$ cat config.mk
export PLATFORM = sky130hd
export DESIGN_NAME = dual_wiper_i2c_target
export DESIGN_NICKNAME = d
export VERILOG_FILES = /design/src/pkg/dual_wiper_pkg.sv /design/src/hdl/dual_wiper_i2c_target.sv /design/src/hdl/wiper_fifo.sv
export VERILOG_INCLUDE_DIRS = /design/src /design/src/pkg
export SDC_FILE = /design/constraint.sdc
export NUM_CORES = 1
export LEC_CHECK = 0
export BUFFER_PORTS_ARGS = -buffer_cell sky130_fd_sc_hd__buf_4
export CORE_ASPECT_RATIO = 1.1
export CORE_MARGIN = 1
export CORE_UTILIZATION = 29
export CTS_BUF_LIST = sky130_fd_sc_hd__clkbuf_4 sky130_fd_sc_hd__clkbuf_8
export CTS_CLUSTER_DIAMETER = 80
export DETAILED_ROUTE_END_ITERATION = 10
export GPL_TIMING_DRIVEN = 1
export HOLD_SLACK_MARGIN = 0.05
export SETUP_SLACK_MARGIN = 0.4
export SLEW_MARGIN = 10
export SYNTH_ARGS = -nofsm -noshare
export SYNTH_HDL_FRONTEND = slang
export SYNTH_SLANG_ARGS = --single-unit
$ cat constraint.sdc
create_clock -name clk_i -period 2.6 [get_ports clk_i]
set_clock_uncertainty 0.1 [all_clocks]
set_input_delay 0.26 -clock clk_i [delete_from_list [all_inputs] [get_ports clk_i]]
set_output_delay 0.26 -clock clk_i [all_outputs]
set_load 0.02 [all_outputs]
$ cat src/pkg/dual_wiper_map.svh
// Offsets, field positions, reset values and counts of the dual wiper target
`ifndef DUAL_WIPER_MAP_SVH
`define DUAL_WIPER_MAP_SVH

`define DW_ADDR_UPPER      5'h0b
`define DW_ADDR_FIXED_LOW  2'h3
`define DW_WIPER_RESET     8'h80
`define DW_BITS_PER_BYTE   4'h8
`define DW_TX_LAST_BIT     4'h7
`define DW_INSTR_SEL_BIT   7
`define DW_INSTR_SD_BIT    6
`define DW_FIFO_DEPTH      4
`define DW_FIFO_WIDTH      9

`endif

$ cat src/pkg/dual_wiper_pkg.sv
// Types shared by the dual wiper target
package dual_wiper_pkg;
    `include "dual_wiper_map.svh"

    typedef enum logic [7:0] {
        ST_IDLE  = 8'h01,
        ST_ADDR  = 8'h02,
        ST_INSTR = 8'h04,
        ST_DATA  = 8'h08,
        ST_ACK   = 8'h10,
        ST_TX    = 8'h20,
        ST_MACK  = 8'h40,
        ST_SKIP  = 8'h80
    } dw_state_t;

    typedef enum logic [1:0] {
        ACK_ADDR  = 2'h0,
        ACK_INSTR = 2'h1,
        ACK_DATA  = 2'h2
    } ack_kind_t;

    typedef struct packed {
        logic       ch;
        logic [7:0] code;
    } wiper_wr_t;

    typedef struct packed {
        logic scl;
        logic sda;
        logic a0;
        logic a1;
        logic cfg;
    } pin_t;

    typedef struct packed {
        pin_t       sync1;
        pin_t       sync2;
        logic       scl_q;
        logic       sda_q;
        dw_state_t  state;
        ack_kind_t  kind;
        logic [3:0] bitcnt;
        logic [7:0] shreg;
        logic       rw;
        logic       sel;
        logic       sd;
        logic       drv;
        logic       push;
        wiper_wr_t  push_data;
        logic [7:0] wiper0;
        logic [7:0] wiper1;
    } core_t;
endpackage : dual_wiper_pkg

$ cat src/hdl/dual_wiper_i2c_target.sv
// Two-wire serial target for a dual 256-position wiper
//
// Behaviour
// - Data falling while clock high starts transaction
// - Fixed variant answers only address 0101111
// - Configurable variant takes two low bits from straps
// - Matching address acknowledged; others idle until stop or start
// - Read/write bit one reads, zero writes
// - Instruction top bit selects wiper channel
// - Next bit shuts down, stored codes kept
// - Codes still stored in shutdown, reapplied after
// - Six low instruction bits are ignored
// - Data byte acknowledged while the FIFO has room, loads selected wiper register
// - Data line changes only while clock low
// - Read sends data right after address acknowledge
// - Read returns channel last selected by write
// - Instruction without data still updates selection
// - Data rising while clock high stops, idle
// - Every further written byte the FIFO has room for updates selected wiper
// - Acknowledged read bytes repeat the selected code
`timescale 1ns/1ps
`include "dual_wiper_map.svh"
module dual_wiper_i2c_target (
    input  wire logic       clk_i,
    input  wire logic       nrst_i,
    input  wire logic       scl_i,
    input  wire logic       sda_i,
    output logic            sda_o,
    output logic            sda_oe_o,
    input  wire logic       addr_cfg_en_i,
    input  wire logic       addr_strap_pin_0_i,
    input  wire logic       addr_strap_pin_1_i,
    input  wire logic       wiper_hold_i,
    output logic [7:0]      wiper_register_0_o,
    output logic [7:0]      wiper_register_1_o,
    output logic            channel_select_bit_o,
    output logic            shutdown_bit_o,
    output logic            term_a_open_o,
    output logic            wiper_to_b_o
);
    import dual_wiper_pkg::*;

    core_t     r_ff;
    core_t     nxt_r;
    logic      scl_rise;
    logic      scl_fall;
    logic      start_det;
    logic      stop_det;
    logic      fifo_in_ready;
    logic      fifo_out_valid;
    logic      fifo_out_ready;
    wiper_wr_t fifo_out;
    logic      pop;
    logic [6:0] own_addr;
    logic [7:0] sel_code;

    function automatic logic [6:0] target_addr(input logic cfg, input logic a1, input logic a0);
        target_addr = cfg ? {`DW_ADDR_UPPER, a1, a0}
                          : {`DW_ADDR_UPPER, `DW_ADDR_FIXED_LOW};
    endfunction : target_addr

    function automatic logic [7:0] pick_code(input logic sel, input logic [7:0] c0,
                                             input logic [7:0] c1);
        pick_code = sel ? c1 : c0;
    endfunction : pick_code

    // Bus events from the synchronised pins
    assign scl_rise  = r_ff.sync2.scl && !r_ff.scl_q;
    assign scl_fall  = !r_ff.sync2.scl && r_ff.scl_q;
    assign start_det = r_ff.sync2.scl && r_ff.scl_q && r_ff.sda_q && !r_ff.sync2.sda;
    assign stop_det  = r_ff.sync2.scl && r_ff.scl_q && !r_ff.sda_q && r_ff.sync2.sda;

    assign own_addr = target_addr(r_ff.sync2.cfg, r_ff.sync2.a1, r_ff.sync2.a0);
    assign sel_code = pick_code(r_ff.sel, r_ff.wiper0, r_ff.wiper1);

    assign fifo_out_ready = !wiper_hold_i;
    assign pop            = fifo_out_valid && fifo_out_ready;

    wiper_fifo #(
        .WIDTH (`DW_FIFO_WIDTH),
        .DEPTH (`DW_FIFO_DEPTH)
    ) u_fifo (
        .clk_i       (clk_i),
        .nrst_i      (nrst_i),
        .in_valid_i  (r_ff.push),
        .in_data_i   (r_ff.push_data),
        .in_ready_o  (fifo_in_ready),
        .out_valid_o (fifo_out_valid),
        .out_data_o  (fifo_out),
        .out_ready_i (fifo_out_ready)
    );

    always_comb begin
        nxt_r          = r_ff;
        nxt_r.sync1    = '{scl: scl_i, sda: sda_i, a0: addr_strap_pin_0_i,
                           a1: addr_strap_pin_1_i, cfg: addr_cfg_en_i};
        nxt_r.sync2    = r_ff.sync1;
        nxt_r.scl_q    = r_ff.sync2.scl;
        nxt_r.sda_q    = r_ff.sync2.sda;
        nxt_r.push     = 1'b0;
        // Stored codes drain into the wipers, shutdown or not
        if (pop) begin
            if (fifo_out.ch) begin
                nxt_r.wiper1 = fifo_out.code;
            end else begin
                nxt_r.wiper0 = fifo_out.code;
            end
        end
        if (stop_det) begin
            nxt_r.state = ST_IDLE;
            nxt_r.drv   = 1'b0;
        end else if (start_det) begin
            nxt_r.state  = ST_ADDR;
            nxt_r.bitcnt = 4'h0;
            nxt_r.drv    = 1'b0;
        end else begin
            case (r_ff.state)
                ST_ADDR, ST_INSTR, ST_DATA: begin
                    if (scl_rise) begin
                        nxt_r.shreg  = {r_ff.shreg[6:0], r_ff.sync2.sda};
                        nxt_r.bitcnt = r_ff.bitcnt + 4'h1;
                    end else if (scl_fall && r_ff.bitcnt == `DW_BITS_PER_BYTE) begin
                        nxt_r.bitcnt = 4'h0;
                        if (r_ff.state == ST_ADDR) begin
                            if (r_ff.shreg[7:1] == own_addr) begin
                                nxt_r.state = ST_ACK;
                                nxt_r.kind  = ACK_ADDR;
                                nxt_r.rw    = r_ff.shreg[0];
                                nxt_r.drv   = 1'b1;
                            end else begin
                                nxt_r.state = ST_SKIP;
                            end
                        end else if (r_ff.state == ST_INSTR) begin
                            nxt_r.sel   = r_ff.shreg[`DW_INSTR_SEL_BIT];
                            nxt_r.sd    = r_ff.shreg[`DW_INSTR_SD_BIT];
                            nxt_r.state = ST_ACK;
                            nxt_r.kind  = ACK_INSTR;
                            nxt_r.drv   = 1'b1;
                        end else if (fifo_in_ready) begin
                            nxt_r.push      = 1'b1;
                            nxt_r.push_data = '{ch: r_ff.sel, code: r_ff.shreg};
                            nxt_r.state     = ST_ACK;
                            nxt_r.kind      = ACK_DATA;
                            nxt_r.drv       = 1'b1;
                        end else begin
                            // No room: leave the byte unacknowledged
                            nxt_r.state = ST_SKIP;
                        end
                    end
                end
                ST_ACK: begin
                    if (scl_fall) begin
                        nxt_r.bitcnt = 4'h0;
                        if (r_ff.kind == ACK_ADDR && r_ff.rw) begin
                            nxt_r.state = ST_TX;
                            nxt_r.shreg = sel_code;
                            nxt_r.drv   = !sel_code[7];
                        end else begin
                            nxt_r.drv   = 1'b0;
                            nxt_r.state = (r_ff.kind == ACK_ADDR) ? ST_INSTR : ST_DATA;
                        end
                    end
                end
                ST_TX: begin
                    if (scl_fall) begin
                        if (r_ff.bitcnt == `DW_TX_LAST_BIT) begin
                            nxt_r.state = ST_MACK;
                            nxt_r.drv   = 1'b0;
                        end else begin
                            nxt_r.shreg  = {r_ff.shreg[6:0], 1'b0};
                            nxt_r.bitcnt = r_ff.bitcnt + 4'h1;
                            nxt_r.drv    = !r_ff.shreg[6];
                        end
                    end
                end
                ST_MACK: begin
                    if (scl_rise && r_ff.sync2.sda) begin
                        nxt_r.state = ST_SKIP;
                    end else if (scl_fall) begin
                        nxt_r.state  = ST_TX;
                        nxt_r.bitcnt = 4'h0;
                        nxt_r.shreg  = sel_code;
                        nxt_r.drv    = !sel_code[7];
                    end
                end
                ST_IDLE, ST_SKIP: begin
                    nxt_r.drv = 1'b0;
                end
                default: begin
                    nxt_r.state = ST_IDLE;
                    nxt_r.drv   = 1'b0;
                end
            endcase
        end
    end

    always_ff @(posedge clk_i or negedge nrst_i) begin
        if (!nrst_i) begin
            r_ff        <= '0;
            r_ff.sync1  <= '{scl: 1'b1, sda: 1'b1, a0: 1'b0, a1: 1'b0, cfg: 1'b0};
            r_ff.sync2  <= '{scl: 1'b1, sda: 1'b1, a0: 1'b0, a1: 1'b0, cfg: 1'b0};
            r_ff.scl_q  <= 1'b1;
            r_ff.sda_q  <= 1'b1;
            r_ff.state  <= ST_IDLE;
            r_ff.kind   <= ACK_ADDR;
            r_ff.wiper0 <= `DW_WIPER_RESET;
            r_ff.wiper1 <= `DW_WIPER_RESET;
        end else begin
            r_ff <= nxt_r;
        end
    end

    // Open-drain data pin: only ever pulls low
    assign sda_o                = 1'b0;
    assign sda_oe_o             = r_ff.drv;
    assign wiper_register_0_o   = r_ff.wiper0;
    assign wiper_register_1_o   = r_ff.wiper1;
    assign channel_select_bit_o = r_ff.sel;
    assign shutdown_bit_o       = r_ff.sd;
    assign term_a_open_o        = r_ff.sd;
    assign wiper_to_b_o         = r_ff.sd;

    logic addr_end;
    assign addr_end = r_ff.state == ST_ADDR && scl_fall && !stop_det && !start_det
                      && r_ff.bitcnt == `DW_BITS_PER_BYTE;

    // End of a received byte in a given state
    function automatic logic byte_end(input dw_state_t st, input dw_state_t want,
                                      input logic fall, input logic [3:0] cnt);
        byte_end = st == want && fall && cnt == `DW_BITS_PER_BYTE;
    endfunction : byte_end

    logic instr_end;
    logic data_end;
    logic ack_fall;
    assign instr_end = byte_end(r_ff.state, ST_INSTR, scl_fall, r_ff.bitcnt)
                       && !stop_det && !start_det;
    assign data_end  = byte_end(r_ff.state, ST_DATA, scl_fall, r_ff.bitcnt)
                       && !stop_det && !start_det;
    assign ack_fall  = r_ff.state == ST_ACK && scl_fall && !stop_det && !start_det;
endmodule : dual_wiper_i2c_target

$ cat src/hdl/wiper_fifo.sv
// Small FIFO between the serial receiver and the wiper registers
`timescale 1ns/1ps
module wiper_fifo #(
    parameter int WIDTH = 9,
    parameter int DEPTH = 4
) (
    input  wire logic             clk_i,
    input  wire logic             nrst_i,
    input  wire logic             in_valid_i,
    input  wire logic [WIDTH-1:0] in_data_i,
    output logic                  in_ready_o,
    output logic                  out_valid_o,
    output logic [WIDTH-1:0]      out_data_o,
    input  wire logic             out_ready_i
);
    import dual_wiper_pkg::*;

    localparam int AW = (DEPTH > 1) ? $clog2(DEPTH) : 1;

    typedef struct packed {
        logic [DEPTH-1:0][WIDTH-1:0] mem;
        logic [AW-1:0]               wr_ptr;
        logic [AW-1:0]               rd_ptr;
        logic [AW:0]                 count;
    } fifo_st_t;

    fifo_st_t st_ff;
    fifo_st_t nxt_st;
    logic     push;
    logic     pop;

    assign in_ready_o  = st_ff.count != (AW+1)'(DEPTH);
    assign out_valid_o = st_ff.count != '0;
    assign out_data_o  = st_ff.mem[st_ff.rd_ptr];
    assign push        = in_valid_i && in_ready_o;
    assign pop         = out_valid_o && out_ready_i;

    function automatic logic [AW-1:0] ptr_inc(input logic [AW-1:0] p);
        ptr_inc = (p == AW'(DEPTH - 1)) ? '0 : p + AW'(1);
    endfunction : ptr_inc

    always_comb begin
        nxt_st = st_ff;
        if (push) begin
            nxt_st.mem[st_ff.wr_ptr] = in_data_i;
            nxt_st.wr_ptr            = ptr_inc(st_ff.wr_ptr);
        end
        if (pop) begin
            nxt_st.rd_ptr = ptr_inc(st_ff.rd_ptr);
        end
        nxt_st.count = st_ff.count + (AW+1)'(push) - (AW+1)'(pop);
    end

    always_ff @(posedge clk_i or negedge nrst_i) begin
        if (!nrst_i) begin
            st_ff <= '0;
        end else begin
            st_ff <= nxt_st;
        end
    end
endmodule : wiper_fifo

Word level (Yosys, flattened, before mapping)
Cells that the tools add are included.
{"block": "word_totals", "in_bits": 8, "register_bits": 107, "output_inout_bits": 22}
{"block": "op_classes", "addsub": 5, "n_bitwise": 6, "reduce_logical": 37, "n_mux": 57, "n_lt_le_gt_ge": 3, "eq_ne": 39}
{"op": "$mux 8", "count": 12}
{"op": "$mux 10", "count": 8}
{"op": "$mux 12", "count": 5}
{"op": "$pmux 12 s4", "count": 1}
{"op": "$pmux 8 s5", "count": 1}
{"op": "$bwmux 36", "count": 1}
{"op": "$mux 11", "count": 3}
{"op": "$ne 4x4->1 const B", "count": 8}
{"op": "$reduce_and 7->1", "count": 4}
{"op": "$reduce_and 8->1", "count": 3}
{"op": "$ne 3x3->1 const B", "count": 7}
{"op": "$bmux 9 s2", "count": 1}
{"op": "$demux 9 s2", "count": 1}
{"op": "$mux 9", "count": 2}
{"op": "$mux 14", "count": 1}
{"op": "$ne 2x2->1 const B", "count": 7}
{"op": "$logic_and 1x1->1", "count": 13}
{"op": "$mux 4", "count": 3}
{"op": "$mux 1", "count": 11}
{"op": "$mux 2", "count": 5}
{"op": "$ne 5x5->1 const B", "count": 2}
{"op": "$reduce_and 10->1", "count": 1}
{"op": "$eq 8x1->1 const B", "count": 1}
{"op": "$eq 8x2->1 const B", "count": 1}
{"op": "29 further kinds", "count": 45}

Depth between registers and ports, before layout
{"block": "logic_depth", "depth_word": 9, "ltp_mapped": 9}

Hierarchy
A second synthesis with hierarchy kept.
{"block": "hier_totals", "hier_cells": 561, "area_unflattened_um2": 6272.3}
{"mod": "dual_wiper_i2c_target", "area_per_inst_um2": 3291.9, "seq_area_each_um2": 1612.8, "cells_each": 299, "n_inst": 1}
{"mod": "wiper_fifo", "area_per_inst_um2": 2980.4, "seq_area_each_um2": 1076.0, "cells_each": 262, "n_inst": 1}

Least setup slack after synthesis
Ideal clock, no wire load.
{"block": "synth_path", "path_type": "register to register", "from": "register r_ff[53] (netlist bit)", "to": "register r_ff[30] (netlist bit)", "path_buffers": 1, "arrival_time_ns": 1.967, "required_time_ns": 2.375, "path_stages_with_launch": 7, "path_slack_ns": 0.408, "setup_time_ns": 0.125, "cell_sequence": "dfstp_2 nor2b_1 a2111oi_0 o31ai_1 and4b_1 buf_6 mux2_4"}
{"block": "synth_between", "elab_chain_len": 5}
{"item": "from (decl)", "line": "dual_wiper_i2c_target.sv:43", "rtl": "core_t r_ff;"}
{"item": "from (signal assigned)", "line": "dual_wiper_i2c_target.sv:209", "rtl": "r_ff <= nxt_r;"}
{"item": "$logic_not 1->1 or $logic_and 1x1->1 (tied branches)", "line": "dual_wiper_i2c_target.sv:68, dual_wiper_i2c_target.sv:70, dual_wiper_i2c_target.sv:71"}
{"item": "$logic_and 1x1->1, on equally long branches", "line": "dual_wiper_i2c_target.sv:68, dual_wiper_i2c_target.sv:70, dual_wiper_i2c_target.sv:71"}
{"item": "$logic_and 1x1->1, on equally long branches", "line": "dual_wiper_i2c_target.sv:177, dual_wiper_i2c_target.sv:70, dual_wiper_i2c_target.sv:71"}
{"item": "$ne 2x2->1 (no line) or $not 1->1 (tied branches)"}
{"item": "$reduce_and 10->1 (no line) *"}
Every way passes the cells marked *; elsewhere a longest branch is shown, timed or not.
A chain may end at the register's enable or synchronous reset.

Worst setup path in the final report
{"block": "layout_path", "from": "register r_ff[46] (netlist bit)", "to": "register r_ff[34] (netlist bit)"}
{"block": "layout_between", "elab_chain_len": 4}
{"item": "$eq 8x2->1, or another cell as far along", "line": "dual_wiper_i2c_target.sv:117", "rtl": "case (r_ff.state)"}
{"item": "$reduce_or 3->1", "line": "dual_wiper_i2c_target.sv:117"}
{"item": "$reduce_bool 4->1 (no line) or $ne 2x2->1 (tied branches)"}
{"item": "$reduce_and 10->1 (no line)"}
Several ways; a longest one is shown, not always the timed one.

==> flow_summary.json <==
{
  "outcome": "finished, final reports clean",
  "grt_use_total_pct": 13.9,
  "clock_path_buffers": 2,
  "numCtsBuffers": 9,
  "htreeDepth": 3,
  "clock_sinks": 107,
  "cp_slowest_stage_delay_ns": 0.49,
  "met3_usage_pct": 1.94,
  "cp.required_ns": 2.76,
  "port_buffers": 28,
  "cap_violations": 0,
  "gp_congestion": 0.910,
  "drt_first_pass_iters": 4,
  "setup_viol": 0,
  "first_iter_violations": 200,
  "worstMarginPinSlew_ns": 0.866,
  "period_needed_ns": 2.28,
  "wl_per_cell_um": 17.0,
  "clock_latency_ns": 0.37,
  "fillers": 1709,
  "hp-start": "nxt_r[55]",
  "met1_usage_pct": 16.6,
  "startpoint_type": "register",
  "cellLeakagePower_nw": 2.96,
  "routed_wl_mm": 12.2,
  "synth_cell_types": 65,
  "die_y_um": 144,
  "routed_via_density": 4.82,
  "ios": 30,
  "antenna_found_initial": 0,
  "grt_pass1_wl_mm": 19.4,
  "post-synth-top-count-cell": "dfrtp_1",
  "clk_pin_slew_ns": 0.10,
  "holdPathEnd": "r_ff[55]",
  "yosys.area.top_type": "dfrtp_1",
  "final_antenna_net_count": 0,
  "r2r_slack_ns": 0.32,
  "grtUsageMet2_pct": 23.8,
  "avgSynthCellArea_um2": 12.7,
  "grt-busiest-layer": "met2",
  "synth_fp_nets": 436,
  "postSynthCellCount": 418,
  "fin_util_pct": 36.2,
  "rsz0062_at_grt": "true",
  "finalMaxSlewViolations": 0,
  "critPathBufInv": 1,
  "synth-seq-cells": 107,
  "r2r-end": "r_ff[34]",
  "worst-setup-path-type": "reg -> reg",
  "worstReg2RegStart": "r_ff[46]",
  "finalCritPeriodShare_pct": 87.5,
  "cp.depth": 7,
  "swShare_pct": 26.9,
  "critPathSlowestCell": "dfrtp_2",
  "dieArea_mm2": 0.0188,
  "crit_path_end_kind": "register",
  "critPathTopFamily": "simple AND/OR/NAND/NOR gates",
  "areaGrowthSynthToFinish_pct": 21.8,
  "switchingPower_w": 0.00101,
  "rows": 51,
  "synth_ff_type": "dfrtp_1",
  "setup_tns_ns": 0,
  "overflow": 0,
  "p_per_area_mw_per_mm2": 581,
  "hold_viol_final": 0,
  "ys_seq_area_share_pct": 50.8,
  "clock_power_share_pct": 31.5,
  "cts_tree": "built",
  "synth_edf_count": 0,
  "diodes": 0,
  "core_mm2": 0.0178,
  "grt_max_degree": 66,
  "cts_root_buffer": "clkbuf_8",
  "synth.cell_area_mm2": 0.00529,
  "start_util_pct": 29.7,
  "worstHoldPathCells": 0,
  "crit_arrival_ns": 2.43,
  "max-slew-margin-rel_pct": 42.2,
  "cp_cell_sequence": "nor3_4 > nand2_2 > or3_4 > a21oi_4 > and4b_2 > buf_12 > mux2_4",
  "hpwl_mm": 8.45,
  "internal_power_w": 0.00274,
  "p_seq_share_pct": 48.9,
  "r2r_cells": 7,
  "synth_top_area_share_pct": 46.3,
  "synthTopCellsByArea": "dfrtp_1, mux2_2, dfstp_2, mux4_2, buf_4",
  "num_vias": 3458,
  "critPathMaxFanout": 8,
  "drc": 0,
  "min_path_type": "reg -> reg",
  "die_w_um": 131,
  "pwr-share-comb_pct": 19.6,
  "synth_commonest_cells": "dfrtp_1, mux2_2, nand2_1",
  "fmax_mhz": 439,
  "grt_pass1_vias": 3686,
  "vdd_ir_drop_max_mv": 0.325,
  "nNetsFinal": 492,
  "synth-async-reset-ratio_pct": 100,
  "power.total_w": 0.00375,
  "synth_warnings": 0,
  "layout-drive-gt1-share_pct": 48.4
}
==> worst register-to-register path: stages, from the launching register on <==
cell and delay [ns]:
dfrtp_2 0.49, nor3_4 0.25, nand2_2 0.09, or3_4 0.40
a21oi_4 0.12, and4b_2 0.27, buf_12 0.15, mux2_4 0.29
==> layer usage <==
metal | wire length [um] | share of wire [%]
met1 | 5180 | 43
met2 | 6250 | 51
met3 | 270 | 2.2
met4 | 468 | 3.8
met5 | 0 | 0
==> logic make-up (layout without fill, tap and decap cells) <==
family,count (synthesis),count (layout),synth area share [%]
compound gates,56,56,7.85
buf+inv,44,105,4.94
flops,107,107,50.8
xor+xnor,7,7,1.16
other cells,1,1,0.0709
fa+ha+maj,10,10,2.51
simple gates,97,97,9.95
mux,96,96,22.7
==> sequential cells by signal (all words and copies together), names as in the netlist <==
register / flops
sda_oe_o: 1
channel_select_bit_o: 1
nxt_r: 7
u_fifo.st_ff: 43
wiper_register_0_o: 8
shutdown_bit_o: 1
wiper_register_1_o: 8
r_ff: 38
==> power by group through the flow <==
stage / sequential (W) / combinational [W] / clock, W
after global placement: 0.00186 / 0.000574 / 0
after detailed placement: 0.00186 / 0.000585 / 0
final: 0.00183 / 0.000736 / 0.00118
after global routing: 0.00184 / 0.000812 / 0.00129
after CTS: 0.00183 / 0.000658 / 0.00121
after floorplan: 0.00183 / 0.000423 / 0
==> final cells by class <==
| type | instances | area (um2) | area share [%] |
|---|---|---|---|
| clock buffers | 13 | 166 | 2.58 |
| flip-flops and latches | 107 | 2700 | 41.8 |
| multi-input cells | 267 | 2540 | 39.4 |
| inverters | 13 | 48.8 | 0.757 |
| clock inverters | 3 | 68.8 | 1.07 |
| well taps | 238 | 298 | 4.62 |
| repair buffers | 76 | 627 | 9.72 |
==> cells in the final DEF, fill, tap and decap left out, types with 9 or more instances in the layout <==
| master | n |
|---|---|
| nand2_1 | 23 |
| buf_4 | 66 |
| nor2_1 | 19 |
| mux2i_1 | 9 |
| dfstp_2 | 9 |
| inv_1 | 11 |
| mux2_2 | 69 |
| mux4_2 | 9 |
| mux2_4 | 9 |
| o21ai_0 | 15 |
| dfrtp_1 | 92 |
| clkbuf_8 | 11 |
==> through the flow <==
stage | hold WS (ns) | worst slack (ns) | cell area (um2) | instances
5_1_grt | 0.275 | 0.257 | 6450 | 717
4_1_cts | 0.201 | 0.332 | 6230 | 707
3_5_place_dp | 0.237 | 0.153 | 5750 | 671
2_1_floorplan | -0.136 | 0.408 | 5290 | 418
6_report | 0.256 | 0.324 | 6450 | 717
3_3_place_gp | 0.240 | 0.171 | 5750 | 671
==> worst max-delay path by stage <==
| stage | from | slack [ns] | end |
|---|---|---|---|
| 5_1_grt | r_ff[46] | 0.26 | r_ff[34] |
| 6_report | r_ff[46] | 0.32 | r_ff[34] |
| 2_1_floorplan | r_ff[53] | 0.41 | r_ff[30] |
| 3_3_place_gp | r_ff[47] | 0.17 | r_ff[34] |
| 4_1_cts | r_ff[45] | 0.33 | r_ff[37] |
| 3_5_place_dp | r_ff[47] | 0.15 | r_ff[37] |
==> timing repair <==
action / CTS / global route
setup endpoints to repair: 22 / 32
resized for setup: 20 / 33
endpoints found under the hold margin: 59 / 0
pin swaps: 9 / 19
setup buffers: 14 / 10
hold buffers: 6 / 0
Power figures use the tool's default switching activity.
